[src/verilog/exc_arb_pkg.sv]
// Package for the exception priority arbiter: exception numbers, register map, field layout.
// Assumes one 250 MHz clock domain and an Avalon-MM slave port with 32-bit data.
`default_nettype none
package exc_arb_pkg;

  // Exception numbers
  localparam logic [7:0] EXC_RESET = 8'h01;
  localparam logic [7:0] EXC_NMI = 8'h02;
  localparam logic [7:0] EXC_HARD = 8'h03;
  localparam logic [7:0] EXC_MEM = 8'h04;
  localparam logic [7:0] EXC_BUS = 8'h05;
  localparam logic [7:0] EXC_USAGE = 8'h06;
  localparam logic [7:0] EXC_SVC = 8'h0b;
  localparam logic [7:0] EXC_DEBUG = 8'h0c;
  localparam logic [7:0] EXC_PEND = 8'h0e;
  localparam logic [7:0] EXC_TICK = 8'h0f;
  localparam logic [7:0] EXC_EXT0 = 8'h10;
  localparam logic [7:0] EXC_NONE = 8'h00;

  // Sizes
  localparam int NUM_EXT = 16;
  localparam int PRI_W = 3;
  localparam int NUM_CFG = 7 + NUM_EXT;

  // Register byte offsets
  localparam logic [5:0] OFS_CTRL = 6'h00;
  localparam logic [5:0] OFS_SHPR = 6'h04;
  localparam logic [5:0] OFS_IPR0 = 6'h08;
  localparam logic [5:0] OFS_IPR1 = 6'h0c;
  localparam logic [5:0] OFS_STAT = 6'h10;

  // Control register fields
  localparam int CTRL_MEM_EN = 0;
  localparam int CTRL_BUS_EN = 1;
  localparam int CTRL_USAGE_EN = 2;
  localparam int CTRL_SPLIT_LSB = 8;
  localparam logic [31:0] CTRL_RESET = 32'h0000_0000;
  localparam logic [31:0] CTRL_MASK = 32'h0000_0707;

  // Answer to an unmapped read
  localparam logic [31:0] UNMAPPED_DATA = 32'h0000_0000;

  typedef struct packed {
    logic reset_pin;
    logic reset_wdt;
    logic software_system_reset_request;
    logic nmi_pin;
    logic nmi_wdt;
    logic fault_nested;
    logic fetch_execute_never_region;
    logic bus_violation;
    logic usage_fault;
    logic supervisor_call_exception;
    logic debug_mon;
    logic pendable_service_request;
    logic system_tick_timer_event;
  } sys_req_s;

  typedef struct packed {
    logic valid;
    logic [7:0] number;
    logic escalated;
  } winner_s;

endpackage : exc_arb_pkg

`default_nettype wire

[src/verilog/exception_priority_arbiter.sv]
// Exception priority arbiter: resolves pending exceptions to one winner per cycle.
// Assumes request inputs are synchronous to sys_clk and held by their sources until taken.
// Contract
// - Of simultaneous pending exceptions only the highest effective priority is presented.
// - Reset sources fixed at -3, non-maskable sources fixed at -2.
// - Hard fault fixed at -1, raised for nested or disabled faults.
// - Memory, bus and usage fault classes each have their own enable.
// - A fault of a disabled class escalates to hard fault.
// - Number 4 raised by fetch from the execute-never region.
// - Number 5 raised by bus violation, configurable priority.
// - Number 6 raised by undefined or faulting instruction, configurable priority.
// - Number 11 raised by supervisor call, configurable priority.
// - Number 12 debug monitor only when not faulting; 7-10 and 13 reserved.
// - Number 14 pendable service request, 15 tick event, both configurable.
// - Numbers from 16 upward are external interrupts, each configurable.
// - Configurable exceptions take software priority; fixed ones ignore programming.
// - External priorities from priority registers, others from handler priority register.
// - Smaller programmable value wins; zero is highest.
// - Equal priority resolves to the smaller exception number.
// - Each handler priority field is three bits wide.
// - Split setting divides each field into pre-emption and sub-priority.
// - Compare pre-emption first, then sub-priority, then exception number.
//
// Chosen here: register access over Avalon-MM and the address map.
`timescale 1ns/1ns
`default_nettype none

module exception_priority_arbiter
(
  // Clock and reset
  input wire logic sys_clk,
  input wire logic rst,
  // Avalon-MM slave
  input wire logic [5:0] avs_address,
  input wire logic avs_read,
  input wire logic avs_write,
  input wire logic [31:0] avs_writedata,
  input wire logic [3:0] avs_byteenable,
  output logic [31:0] avs_readdata,
  output logic avs_waitrequest,
  // Sources
  input wire exc_arb_pkg::sys_req_s sys_req,
  input wire logic [exc_arb_pkg::NUM_EXT-1:0] ext_irq,
  // Core side
  output logic exc_valid,
  output logic [7:0] exc_number,
  output logic exc_escalated,
  input wire logic exc_ack
);

  // Software-visible state
  logic [31:0] ctrl;
  logic [31:0] shpr;
  logic [31:0] ipr0;
  logic [31:0] ipr1;
  exc_arb_pkg::winner_s win_q;
  logic rd_pending;

  // Control fields
  wire mem_en = ctrl[exc_arb_pkg::CTRL_MEM_EN];
  wire bus_en = ctrl[exc_arb_pkg::CTRL_BUS_EN];
  wire usage_en = ctrl[exc_arb_pkg::CTRL_USAGE_EN];
  wire [2:0] priority_group_split = ctrl[exc_arb_pkg::CTRL_SPLIT_LSB +: 3];

  // Bus decode
  wire sel_ctrl = avs_address == exc_arb_pkg::OFS_CTRL;
  wire sel_shpr = avs_address == exc_arb_pkg::OFS_SHPR;
  wire sel_ipr0 = avs_address == exc_arb_pkg::OFS_IPR0;
  wire sel_ipr1 = avs_address == exc_arb_pkg::OFS_IPR1;
  wire sel_stat = avs_address == exc_arb_pkg::OFS_STAT;
  wire [31:0] be_mask = {{8{avs_byteenable[3]}}, {8{avs_byteenable[2]}},
                         {8{avs_byteenable[1]}}, {8{avs_byteenable[0]}}};
  wire wr_ctrl = avs_write && sel_ctrl;
  wire wr_shpr = avs_write && sel_shpr;
  wire wr_ipr0 = avs_write && sel_ipr0;
  wire wr_ipr1 = avs_write && sel_ipr1;

  // Only 3 bits of each nibble are kept, so reads of the top bit return zero
  localparam logic [31:0] PRI_KEEP = 32'h7777_7777;

  function automatic logic [31:0] merge(input logic [31:0] old, input logic [31:0] wd,
                                        input logic [31:0] be, input logic [31:0] keep);
    merge = ((old & ~be) | (wd & be)) & keep;
  endfunction : merge

  wire [31:0] stat_word = {15'h0000, win_q.escalated, 7'h00, win_q.valid, win_q.number};

  wire [31:0] next_readdata = sel_ctrl ? ctrl :
                              sel_shpr ? shpr :
                              sel_ipr0 ? ipr0 :
                              sel_ipr1 ? ipr1 :
                              sel_stat ? stat_word : exc_arb_pkg::UNMAPPED_DATA;

  // Reads take one wait cycle so read data come from a flop; writes finish at once
  wire rd_start = avs_read && !rd_pending;
  assign avs_waitrequest = rd_start;

  // Fault class enables and the priority group split
  always_ff @(posedge sys_clk)
  begin
    if (rst)
      ctrl <= exc_arb_pkg::CTRL_RESET;
    else if (wr_ctrl)
      ctrl <= merge(ctrl, avs_writedata, be_mask, exc_arb_pkg::CTRL_MASK);
  end

  // Handler priority fields, one nibble per configurable system exception
  always_ff @(posedge sys_clk)
  begin
    if (rst)
      shpr <= 32'h0000_0000;
    else if (wr_shpr)
      shpr <= merge(shpr, avs_writedata, be_mask, PRI_KEEP);
  end

  // External line priorities, lines 0 to 7
  always_ff @(posedge sys_clk)
  begin
    if (rst)
      ipr0 <= 32'h0000_0000;
    else if (wr_ipr0)
      ipr0 <= merge(ipr0, avs_writedata, be_mask, PRI_KEEP);
  end

  // External line priorities, lines 8 to 15
  always_ff @(posedge sys_clk)
  begin
    if (rst)
      ipr1 <= 32'h0000_0000;
    else if (wr_ipr1)
      ipr1 <= merge(ipr1, avs_writedata, be_mask, PRI_KEEP);
  end

  // A held read toggles this, so a master that keeps read high starts a fresh access
  always_ff @(posedge sys_clk)
  begin
    if (rst)
      rd_pending <= 1'b0;
    else
      rd_pending <= rd_start;
  end

  // Data loaded in the first read cycle stand at the edge that ends the wait
  always_ff @(posedge sys_clk)
  begin
    if (rst)
      avs_readdata <= 32'h0000_0000;
    else if (rd_start)
      avs_readdata <= next_readdata;
  end

  // Fault classification
  wire mem_raw = sys_req.fetch_execute_never_region;
  wire bus_raw = sys_req.bus_violation;
  wire usage_raw = sys_req.usage_fault;
  wire mem_go = mem_raw && mem_en;
  wire bus_go = bus_raw && bus_en;
  wire usage_go = usage_raw && usage_en;
  wire escalate = (mem_raw && !mem_en) || (bus_raw && !bus_en) ||
                  (usage_raw && !usage_en);
  wire hard_req = sys_req.fault_nested || escalate;
  wire reset_req = sys_req.reset_pin || sys_req.reset_wdt ||
                   sys_req.software_system_reset_request;
  wire nmi_req = sys_req.nmi_pin || sys_req.nmi_wdt;
  wire faulting = hard_req || mem_raw || bus_raw || usage_raw;
  wire debug_go = sys_req.debug_mon && !faulting;

  // Configurable slots: 0..6 system handlers, 7.. external lines
  // Nets, since the slots are driven by several separate assignments (slots 0..6 of cfg_req share one)
  wire [exc_arb_pkg::NUM_CFG-1:0] cfg_req;
  wire [exc_arb_pkg::NUM_CFG-1:0][7:0] cfg_num;
  wire [exc_arb_pkg::NUM_CFG-1:0][2:0] cfg_pri;
  wire [63:0] ipr_all = {ipr1, ipr0};

  // System handler fields sit one per nibble of the handler priority register
  assign cfg_req[6:0] = {sys_req.system_tick_timer_event, sys_req.pendable_service_request,
                         debug_go, sys_req.supervisor_call_exception,
                         usage_go, bus_go, mem_go};
  assign cfg_num[0] = exc_arb_pkg::EXC_MEM;
  assign cfg_num[1] = exc_arb_pkg::EXC_BUS;
  assign cfg_num[2] = exc_arb_pkg::EXC_USAGE;
  assign cfg_num[3] = exc_arb_pkg::EXC_SVC;
  assign cfg_num[4] = exc_arb_pkg::EXC_DEBUG;
  assign cfg_num[5] = exc_arb_pkg::EXC_PEND;
  assign cfg_num[6] = exc_arb_pkg::EXC_TICK;

  genvar gi;
  generate
    for (gi = 0; gi < 7; gi++)
    begin : g_sys
      assign cfg_pri[gi] = shpr[gi*4 +: 3];
    end
    for (gi = 0; gi < exc_arb_pkg::NUM_EXT; gi++)
    begin : g_ext
      assign cfg_req[7+gi] = ext_irq[gi];
      assign cfg_num[7+gi] = exc_arb_pkg::EXC_EXT0 + 8'(gi);
      assign cfg_pri[7+gi] = ipr_all[gi*4 +: 3];
    end
  endgenerate

  // Split 0 keeps all three bits as pre-emption; 1 and 2 move one or two low bits
  // into the sub-priority; 3 and above leave no pre-emption bits. Pre sits above sub
  // in the rank word, so one compare orders pre-emption first.
  function automatic logic [5:0] rank(input logic [2:0] pri, input logic [2:0] sp);
    logic [2:0] pre;
    logic [2:0] sub;
    pre = 3'h0;
    sub = 3'h0;
    unique case (sp)
      3'h0:
      begin
        pre = pri;
        sub = 3'h0;
      end
      3'h1:
      begin
        pre = {1'b0, pri[2:1]};
        sub = {2'b00, pri[0]};
      end
      3'h2:
      begin
        pre = {2'b00, pri[2]};
        sub = {1'b0, pri[1:0]};
      end
      default:
      begin
        pre = 3'h0;
        sub = pri;
      end
    endcase
    rank = {pre, sub};
  endfunction : rank

  // Scan chain in exception number order: stage i+1 holds the best of slots 0 to i.
  // Strict less-than keeps the earlier, smaller number on a tie.
  wire [exc_arb_pkg::NUM_CFG:0] scan_any;
  wire [exc_arb_pkg::NUM_CFG:0][7:0] scan_num;
  wire [exc_arb_pkg::NUM_CFG:0][5:0] scan_rank;
  assign scan_any[0] = 1'b0;
  assign scan_num[0] = exc_arb_pkg::EXC_NONE;
  assign scan_rank[0] = 6'h3f;

  generate
    for (gi = 0; gi < exc_arb_pkg::NUM_CFG; gi++)
    begin : g_scan
      wire [5:0] slot_rank = rank(cfg_pri[gi], priority_group_split);
      wire slot_wins = cfg_req[gi] &&
                       (!scan_any[gi] || slot_rank < scan_rank[gi]);
      assign scan_any[gi+1] = scan_any[gi] || cfg_req[gi];
      assign scan_num[gi+1] = slot_wins ? cfg_num[gi] : scan_num[gi];
      assign scan_rank[gi+1] = slot_wins ? slot_rank : scan_rank[gi];
    end
  endgenerate

  wire cfg_any = scan_any[exc_arb_pkg::NUM_CFG];
  wire [7:0] cfg_best_num = scan_num[exc_arb_pkg::NUM_CFG];

  // Fixed levels checked first so no programmed value can beat them
  exc_arb_pkg::winner_s next_win;
  always_comb
  begin
    next_win.valid = 1'b1;
    next_win.escalated = 1'b0;
    if (reset_req)
      next_win.number = exc_arb_pkg::EXC_RESET;
    else if (nmi_req)
      next_win.number = exc_arb_pkg::EXC_NMI;
    else if (hard_req)
    begin
      next_win.number = exc_arb_pkg::EXC_HARD;
      next_win.escalated = escalate;
    end
    else if (cfg_any)
      next_win.number = cfg_best_num;
    else
    begin
      next_win.valid = 1'b0;
      next_win.number = exc_arb_pkg::EXC_NONE;
    end
  end

  // Winner is re-evaluated every cycle; ack drops the presented one for a cycle
  always_ff @(posedge sys_clk)
  begin
    if (rst)
      win_q <= '0;
    else if (exc_ack && win_q.valid)
      win_q <= '0;
    else
      win_q <= next_win;
  end

  assign exc_valid = win_q.valid;
  assign exc_number = win_q.number;
  assign exc_escalated = win_q.escalated;

endmodule : exception_priority_arbiter

`default_nettype wire

[config.mk]
export PLATFORM = sky130hd
export DESIGN_NAME = exception_priority_arbiter
export DESIGN_NICKNAME = d
export VERILOG_FILES = /design/src/verilog/exc_arb_pkg.sv /design/src/verilog/exception_priority_arbiter.sv
export SDC_FILE = /design/constraint.sdc
export NUM_CORES = 1
export LEC_CHECK = 0
export BUFFER_PORTS_ARGS = -buffer_cell sky130_fd_sc_hd__buf_4
export CORE_ASPECT_RATIO = 1.2
export CORE_MARGIN = 2
export CORE_UTILIZATION = 56
export CTS_CLUSTER_SIZE = 40
export DETAILED_ROUTE_END_ITERATION = 8
export PLACE_DENSITY = 0.86
export REMOVE_ABC_BUFFERS = 1
export SYNTH_ARGS = -nofsm -noshare
export SYNTH_HDL_FRONTEND = slang
export SYNTH_SLANG_ARGS = --single-unit
[constraint.sdc]
create_clock -name sys_clk -period 40.9 [get_ports sys_clk]
set_input_delay 4.09 -clock sys_clk [delete_from_list [all_inputs] [get_ports sys_clk]]
set_output_delay 4.09 -clock sys_clk [all_outputs]
set_load 0.02 [all_outputs]
---- Word-level counts from Yosys, hierarchy flattened ----
Index checks and enable logic that the tools add are counted.
word-level totals
  output and inout port bits .............. 43
  bits in registers ....................... 121
operators by class
  magnitude comparators ................... 22
  bitwise gates (word level) .............. 12
  muxes and demuxes ....................... 104
  reductions and logical operators ........ 122
  equality and inequality tests ........... 6
operators with widths
  operator                                              number
  case mux 3 bit (3 select lines)                       46
  less-than comparator 6 bit                            22
  two-way mux 6 bit                                     22
  AND 31 bit                                            4
  two-way mux 31 bit                                    4
  OR 31 bit                                             3
  two-way mux 5 bit                                     16
  logical OR 1 bit                                      53
  logical AND 1 bit                                     35
  inverter 31 bit                                       1
  OR reduction 28 bit                                   1
  logical NOT 1 bit                                     27
  two-way mux 17 bit                                    1
  two-way mux 4 bit                                     4
  equality test 6 x 4 -> 1 bit (second input constant)  2
  AND 11 bit                                            1
  OR 11 bit                                             1
  two-way mux 3 bit                                     3
  equality test 6 x 3 -> 1 bit (second input constant)  1
  equality test 6 x 5 -> 1 bit (second input constant)  1
  logical NOT 6 bit                                     1
  two-way mux 2 bit                                     3
  OR reduction 6 bit                                    1
  two-way mux 1 bit                                     5
  7 further kinds                                       8

---- Logic depth before layout (Yosys ltp) ----
  word-level depth ........................ 95
  depth in mapped cells ................... 227
  gate-level depth less buffers ........... 213

---- Worst setup path after synthesis ----
Ideal clock, no wire load.
  path kind ............................... input to register
  start ................................... in sys_req[6] (netlist bit)
  end ..................................... reg win_q, in the netlist exc_number[0]
  data required time ...................... 40.830 ns
  stages on the path ...................... 201
  slack ................................... -0.627 ns
  path buffers ............................ 11
  data arrival time ....................... 41.457 ns
  cell sequence ........................... nand2_1 -> a21oi_1 -> ha_1 -> a41o_1 -> a21oi_1 -> a21o_1 -> and2_0 -> mux2_2 -> inv_1 -> ha_1 -> a21oi_1 -> o2111ai_1 -> or2_1 -> nand4b_1 -> nand2_1 -> a21oi_1 -> ha_1 -> and3_1 -> [... 165 more ...] -> ha_1 -> a21o_1 -> a21o_1 -> a221oi_1 -> o21a_1 -> and3_1 -> a22oi_4 -> mux2_4 -> ha_1 -> a21o_1 -> a21o_1 -> a21oi_1 -> and4b_1 -> and2_1 -> a21oi_1 -> o2bb2ai_1 -> a21bo_1 -> a21oi_1
between the ends
  word-level cells in the longest chain between the ends .. 94
RTL lines
  what                        line                               text
  from (decl)                 exception_priority_arbiter.sv:42   input wire exc_arb_pkg::sys_req_s sys_req,
  logical AND 1 bit           exception_priority_arbiter.sv:156  wire mem_go = mem_raw && mem_en;
  two-way mux 6 bit           exception_priority_arbiter.sv:251  assign scan_rank[gi+1] = slot_wins ? slot_rank : scan_rank[gi];
  less-than comparator 6 bit  exception_priority_arbiter.sv:248  (!scan_any[gi] || slot_rank < scan_rank[gi]);
  logical OR 1 bit            exception_priority_arbiter.sv:248
  logical AND 1 bit           exception_priority_arbiter.sv:247  wire slot_wins = cfg_req[gi] &&
  two-way mux 6 bit           exception_priority_arbiter.sv:251
  less-than comparator 6 bit  exception_priority_arbiter.sv:248
  logical OR 1 bit            exception_priority_arbiter.sv:248
  [... 78 more ...]           -
  less-than comparator 6 bit  exception_priority_arbiter.sv:248
  logical OR 1 bit            exception_priority_arbiter.sv:248
  logical AND 1 bit           exception_priority_arbiter.sv:247
  two-way mux 5 bit           exception_priority_arbiter.sv:250  assign scan_num[gi+1] = slot_wins ? cfg_num[gi] : scan_num[gi];
  two-way mux 2 bit           exception_priority_arbiter.sv:273  else if (cfg_any)
  two-way mux 2 bit *         exception_priority_arbiter.sv:268  else if (hard_req)
  two-way mux 2 bit *         exception_priority_arbiter.sv:266  else if (nmi_req)
  two-way mux 1 bit *         exception_priority_arbiter.sv:264  if (reset_req)
  to (signal assigned)        exception_priority_arbiter.sv:290  win_q <= next_win;
  to (decl)                   exception_priority_arbiter.sv:56   exc_arb_pkg::winner_s win_q;
Every way passes the cells marked *; elsewhere a longest branch is shown, timed or not.
A chain may end at the register's enable or synchronous reset.

---- Worst setup path in the final report ----
Same ends and word-level chain as after synthesis.

==> impl_results.md <==
- Outcome: complete, no violations
- Synth Register Bits: 111
- WL/cell: 21.1 um
- Share of cells above drive strength 1: 0.315
- Gr usage total: 0.375
- # rows: 63
- Yosys cell types: 116
- Num CTS Buffers: 9
- Die width: 148 um
- Async set or reset register ratio after synthesis: 0
- Post-Route WL: 54.8 mm
- Clock Latency Late Sink: 0.35 ns
- CTS sink count: 111
- Hpwl dp: 39.1 mm
- Gate Count Post-Synth: 1950
- CP Capture Type: flip-flop
- # setup viols final: 0
- Post-route ant nets: 0
- Post-Syn Area: 13900 um2
- VDD IR max: 0.168 mV
- Placed Instances: 2524
- Final nets: 2423
- R2R depth: 204
- Max_slew headroom: 0.119
- GP Congestion: 0.987
- Post-synth EDFFs: 0
- Area leader, netlist: dfxtp_1
- Period utilization: 0.987
- Critical Path Slowest Stage Cell: or3_1
- Worst path arrival time: 40.63 ns
- Max-cap viol count: 0
- 1st-iter DRT viols: 2056
- Total power: 1470 uW
- Number of diodes: 0
- CTS hold repair buffers: 0
- CTS max path bufs: 2
- GR Overflow Total: 0
- Core region area: 24500 um2
- FF-to-FF End: exc_number[0]
- Min Clock Period, post-route: 40.35 ns
- CTS tree: built
- Layout Utilization: 0.750
- Fin. Hold Viols: 0
- Post-synthesis sequential area ratio: 0.160
- Crit Path Max Fanout: 6
- CP endpoint: exc_number[0]
- Via Count: 17456
- Crit Path Class: input pin to flip-flop
- Hold Path Origin: avs_readdata[3]
- Vias per cell: 6.71
- CTS root buf: clkbuf_16
- Crit start category: input pin
- Most used cell, CP: a21oi_2
- Critical Path Start: sys_req[6]
- First-pass GRT wire length: 79.6 mm
- Maximum clock rate: 24.8 MHz
- Fillers: 1724
- Die height: 176 um
- Top cells by area, synth: dfxtp_1 16%, mux2i_1 8.0%, ha_1 6.8%, nor2_1 6.5%, a21oi_1 6.5%
- Slew Limit Fails: 0
- Worst hold path type: flip-flop to flip-flop
- Pwr/cell area: 79.8 nW/um2
- Reg-to-reg slack, setup: 2.88 ns
- Slowest stage delay, CP: 0.40 ns
- Ys flop type: dfxtp_1
- IO Count: 119
- Vias in the first global route: 15920
- Mean Syn Cell Area: 7.11 um2
- Initial antenna violation count: 0
- Non-filler instance count after layout: 2601
- Synth top cells by count: 242 x nor2_1, 231 x nand2_1, 180 x a21oi_1
- Worst-path clk slew: 0.07 ns
- Total iterations of the first detailed-routing run: 7
- Most numerous cell in the Yosys netlist: nor2_1
- DRC Markers: 0
- Skew final: 0.00694 ns
- CTS HTree Levels: 3
- Port bufs: 100
- Pleak: 0.00801 uW
- Layout area overhead: 32.5%
- Largest net degree at the start of global routing: 106
- Synth top area share: 0.160
- Synth Warn #: 0
- Initial core utilization: 0.566
- Die area: 26100 um2
- Post-route setup TNS: 0 ns
- Critical Path RT: 41.18 ns
- Actual slew at the worst max-slew pin: 1.31 ns
-- layer usage --
| layer | global-route usage | vias to the layer above | wire length, um |
|---|---|---|---|
| li1 | - | 7839 | - |
| met1 | 0.431 | 8091 | 19300 |
| met2 | 0.655 | 1152 | 26000 |
| met3 | 0.0509 | 374 | 5060 |
| met4 | 0.234 | 0 | 4430 |
| met5 | 0 | - | 0 |
-- critical path, delay by kind of cell --
family / cells / cell delay [ns]
muxes: 14 / 3.96
and+or+nand+nor: 55 / 9.21
AOI/OAI and AO/OA: 98 / 15.82
buffers and inverters: 16 / 2.01
adders and majority gates: 22 / 5.46
-- power breakdown --
part	leakage [uW]	total (uW)	internal [uW]	switching, uW
clock	0.000130	83.4	43.1	40.4
sequential	0.000897	110	109	0.937
combinational	0.00698	1270	651	621
total	0.00801	1470	803	663
-- cells in the final DEF (no fill, tap or decap), types with 51 or more instances in the layout --
cell,n
o21ai_0,69
buf_4,399
dfxtp_1,110
mux2i_1,108
a21oi_1,136
nand3_1,71
ha_1,51
nand2_1,227
nor2_1,224
inv_1,52
-- cell type report --
class	instances	area, um2	share of cell area
Clock buffer	11	243	0.0132
Clock inverter	4	31.3	0.00170
Inverter	57	216	0.0118
Multi-Input combinational cell	1681	12100	0.659
Sequential cell	111	2220	0.121
Tap cell	325	407	0.0221
Timing Repair Buffer	412	3150	0.171
-- worst min path at each step --
stage	cells after the start	to
detailed placement	2	avs_readdata[3]
finish	2	avs_readdata[3]
floorplan	2	flip-flop
global placement	2	avs_readdata[3]
CTS	2	avs_readdata[3]
global route	2	avs_readdata[3]
-- timing repair --
action                     4_1_cts  5_1_grt
setup endpoints to repair        5        5
pin swaps                       11      112
resized for setup               31      246
setup buffers                    5       59
-- logic make-up after synthesis --
kind of cell,synth area share
muxes,0.124
xor gates and xnor gates,0.0151
DFF,0.160
adders and majority gates,0.0676
AOI/OAI and AO/OA,0.298
and+or+nand+nor,0.283
buffers and inverters,0.0516
other,0.000270
-- per-stage QoR --
step / hold slack [ns] / area, um2 / setup slack [ns]
6_report: 0.469 / 18400 / 0.550
5_1_grt: 0.509 / 18400 / -0.939
4_1_cts: 0.466 / 16900 / 0.0115
3_5_place_dp: 0.457 / 16400 / -1.16
3_3_place_gp: 0.441 / 16400 / -0.591
2_1_floorplan: 0.452 / 13400 / -0.270
Note: power is estimated with default switching activity, not from simulation.
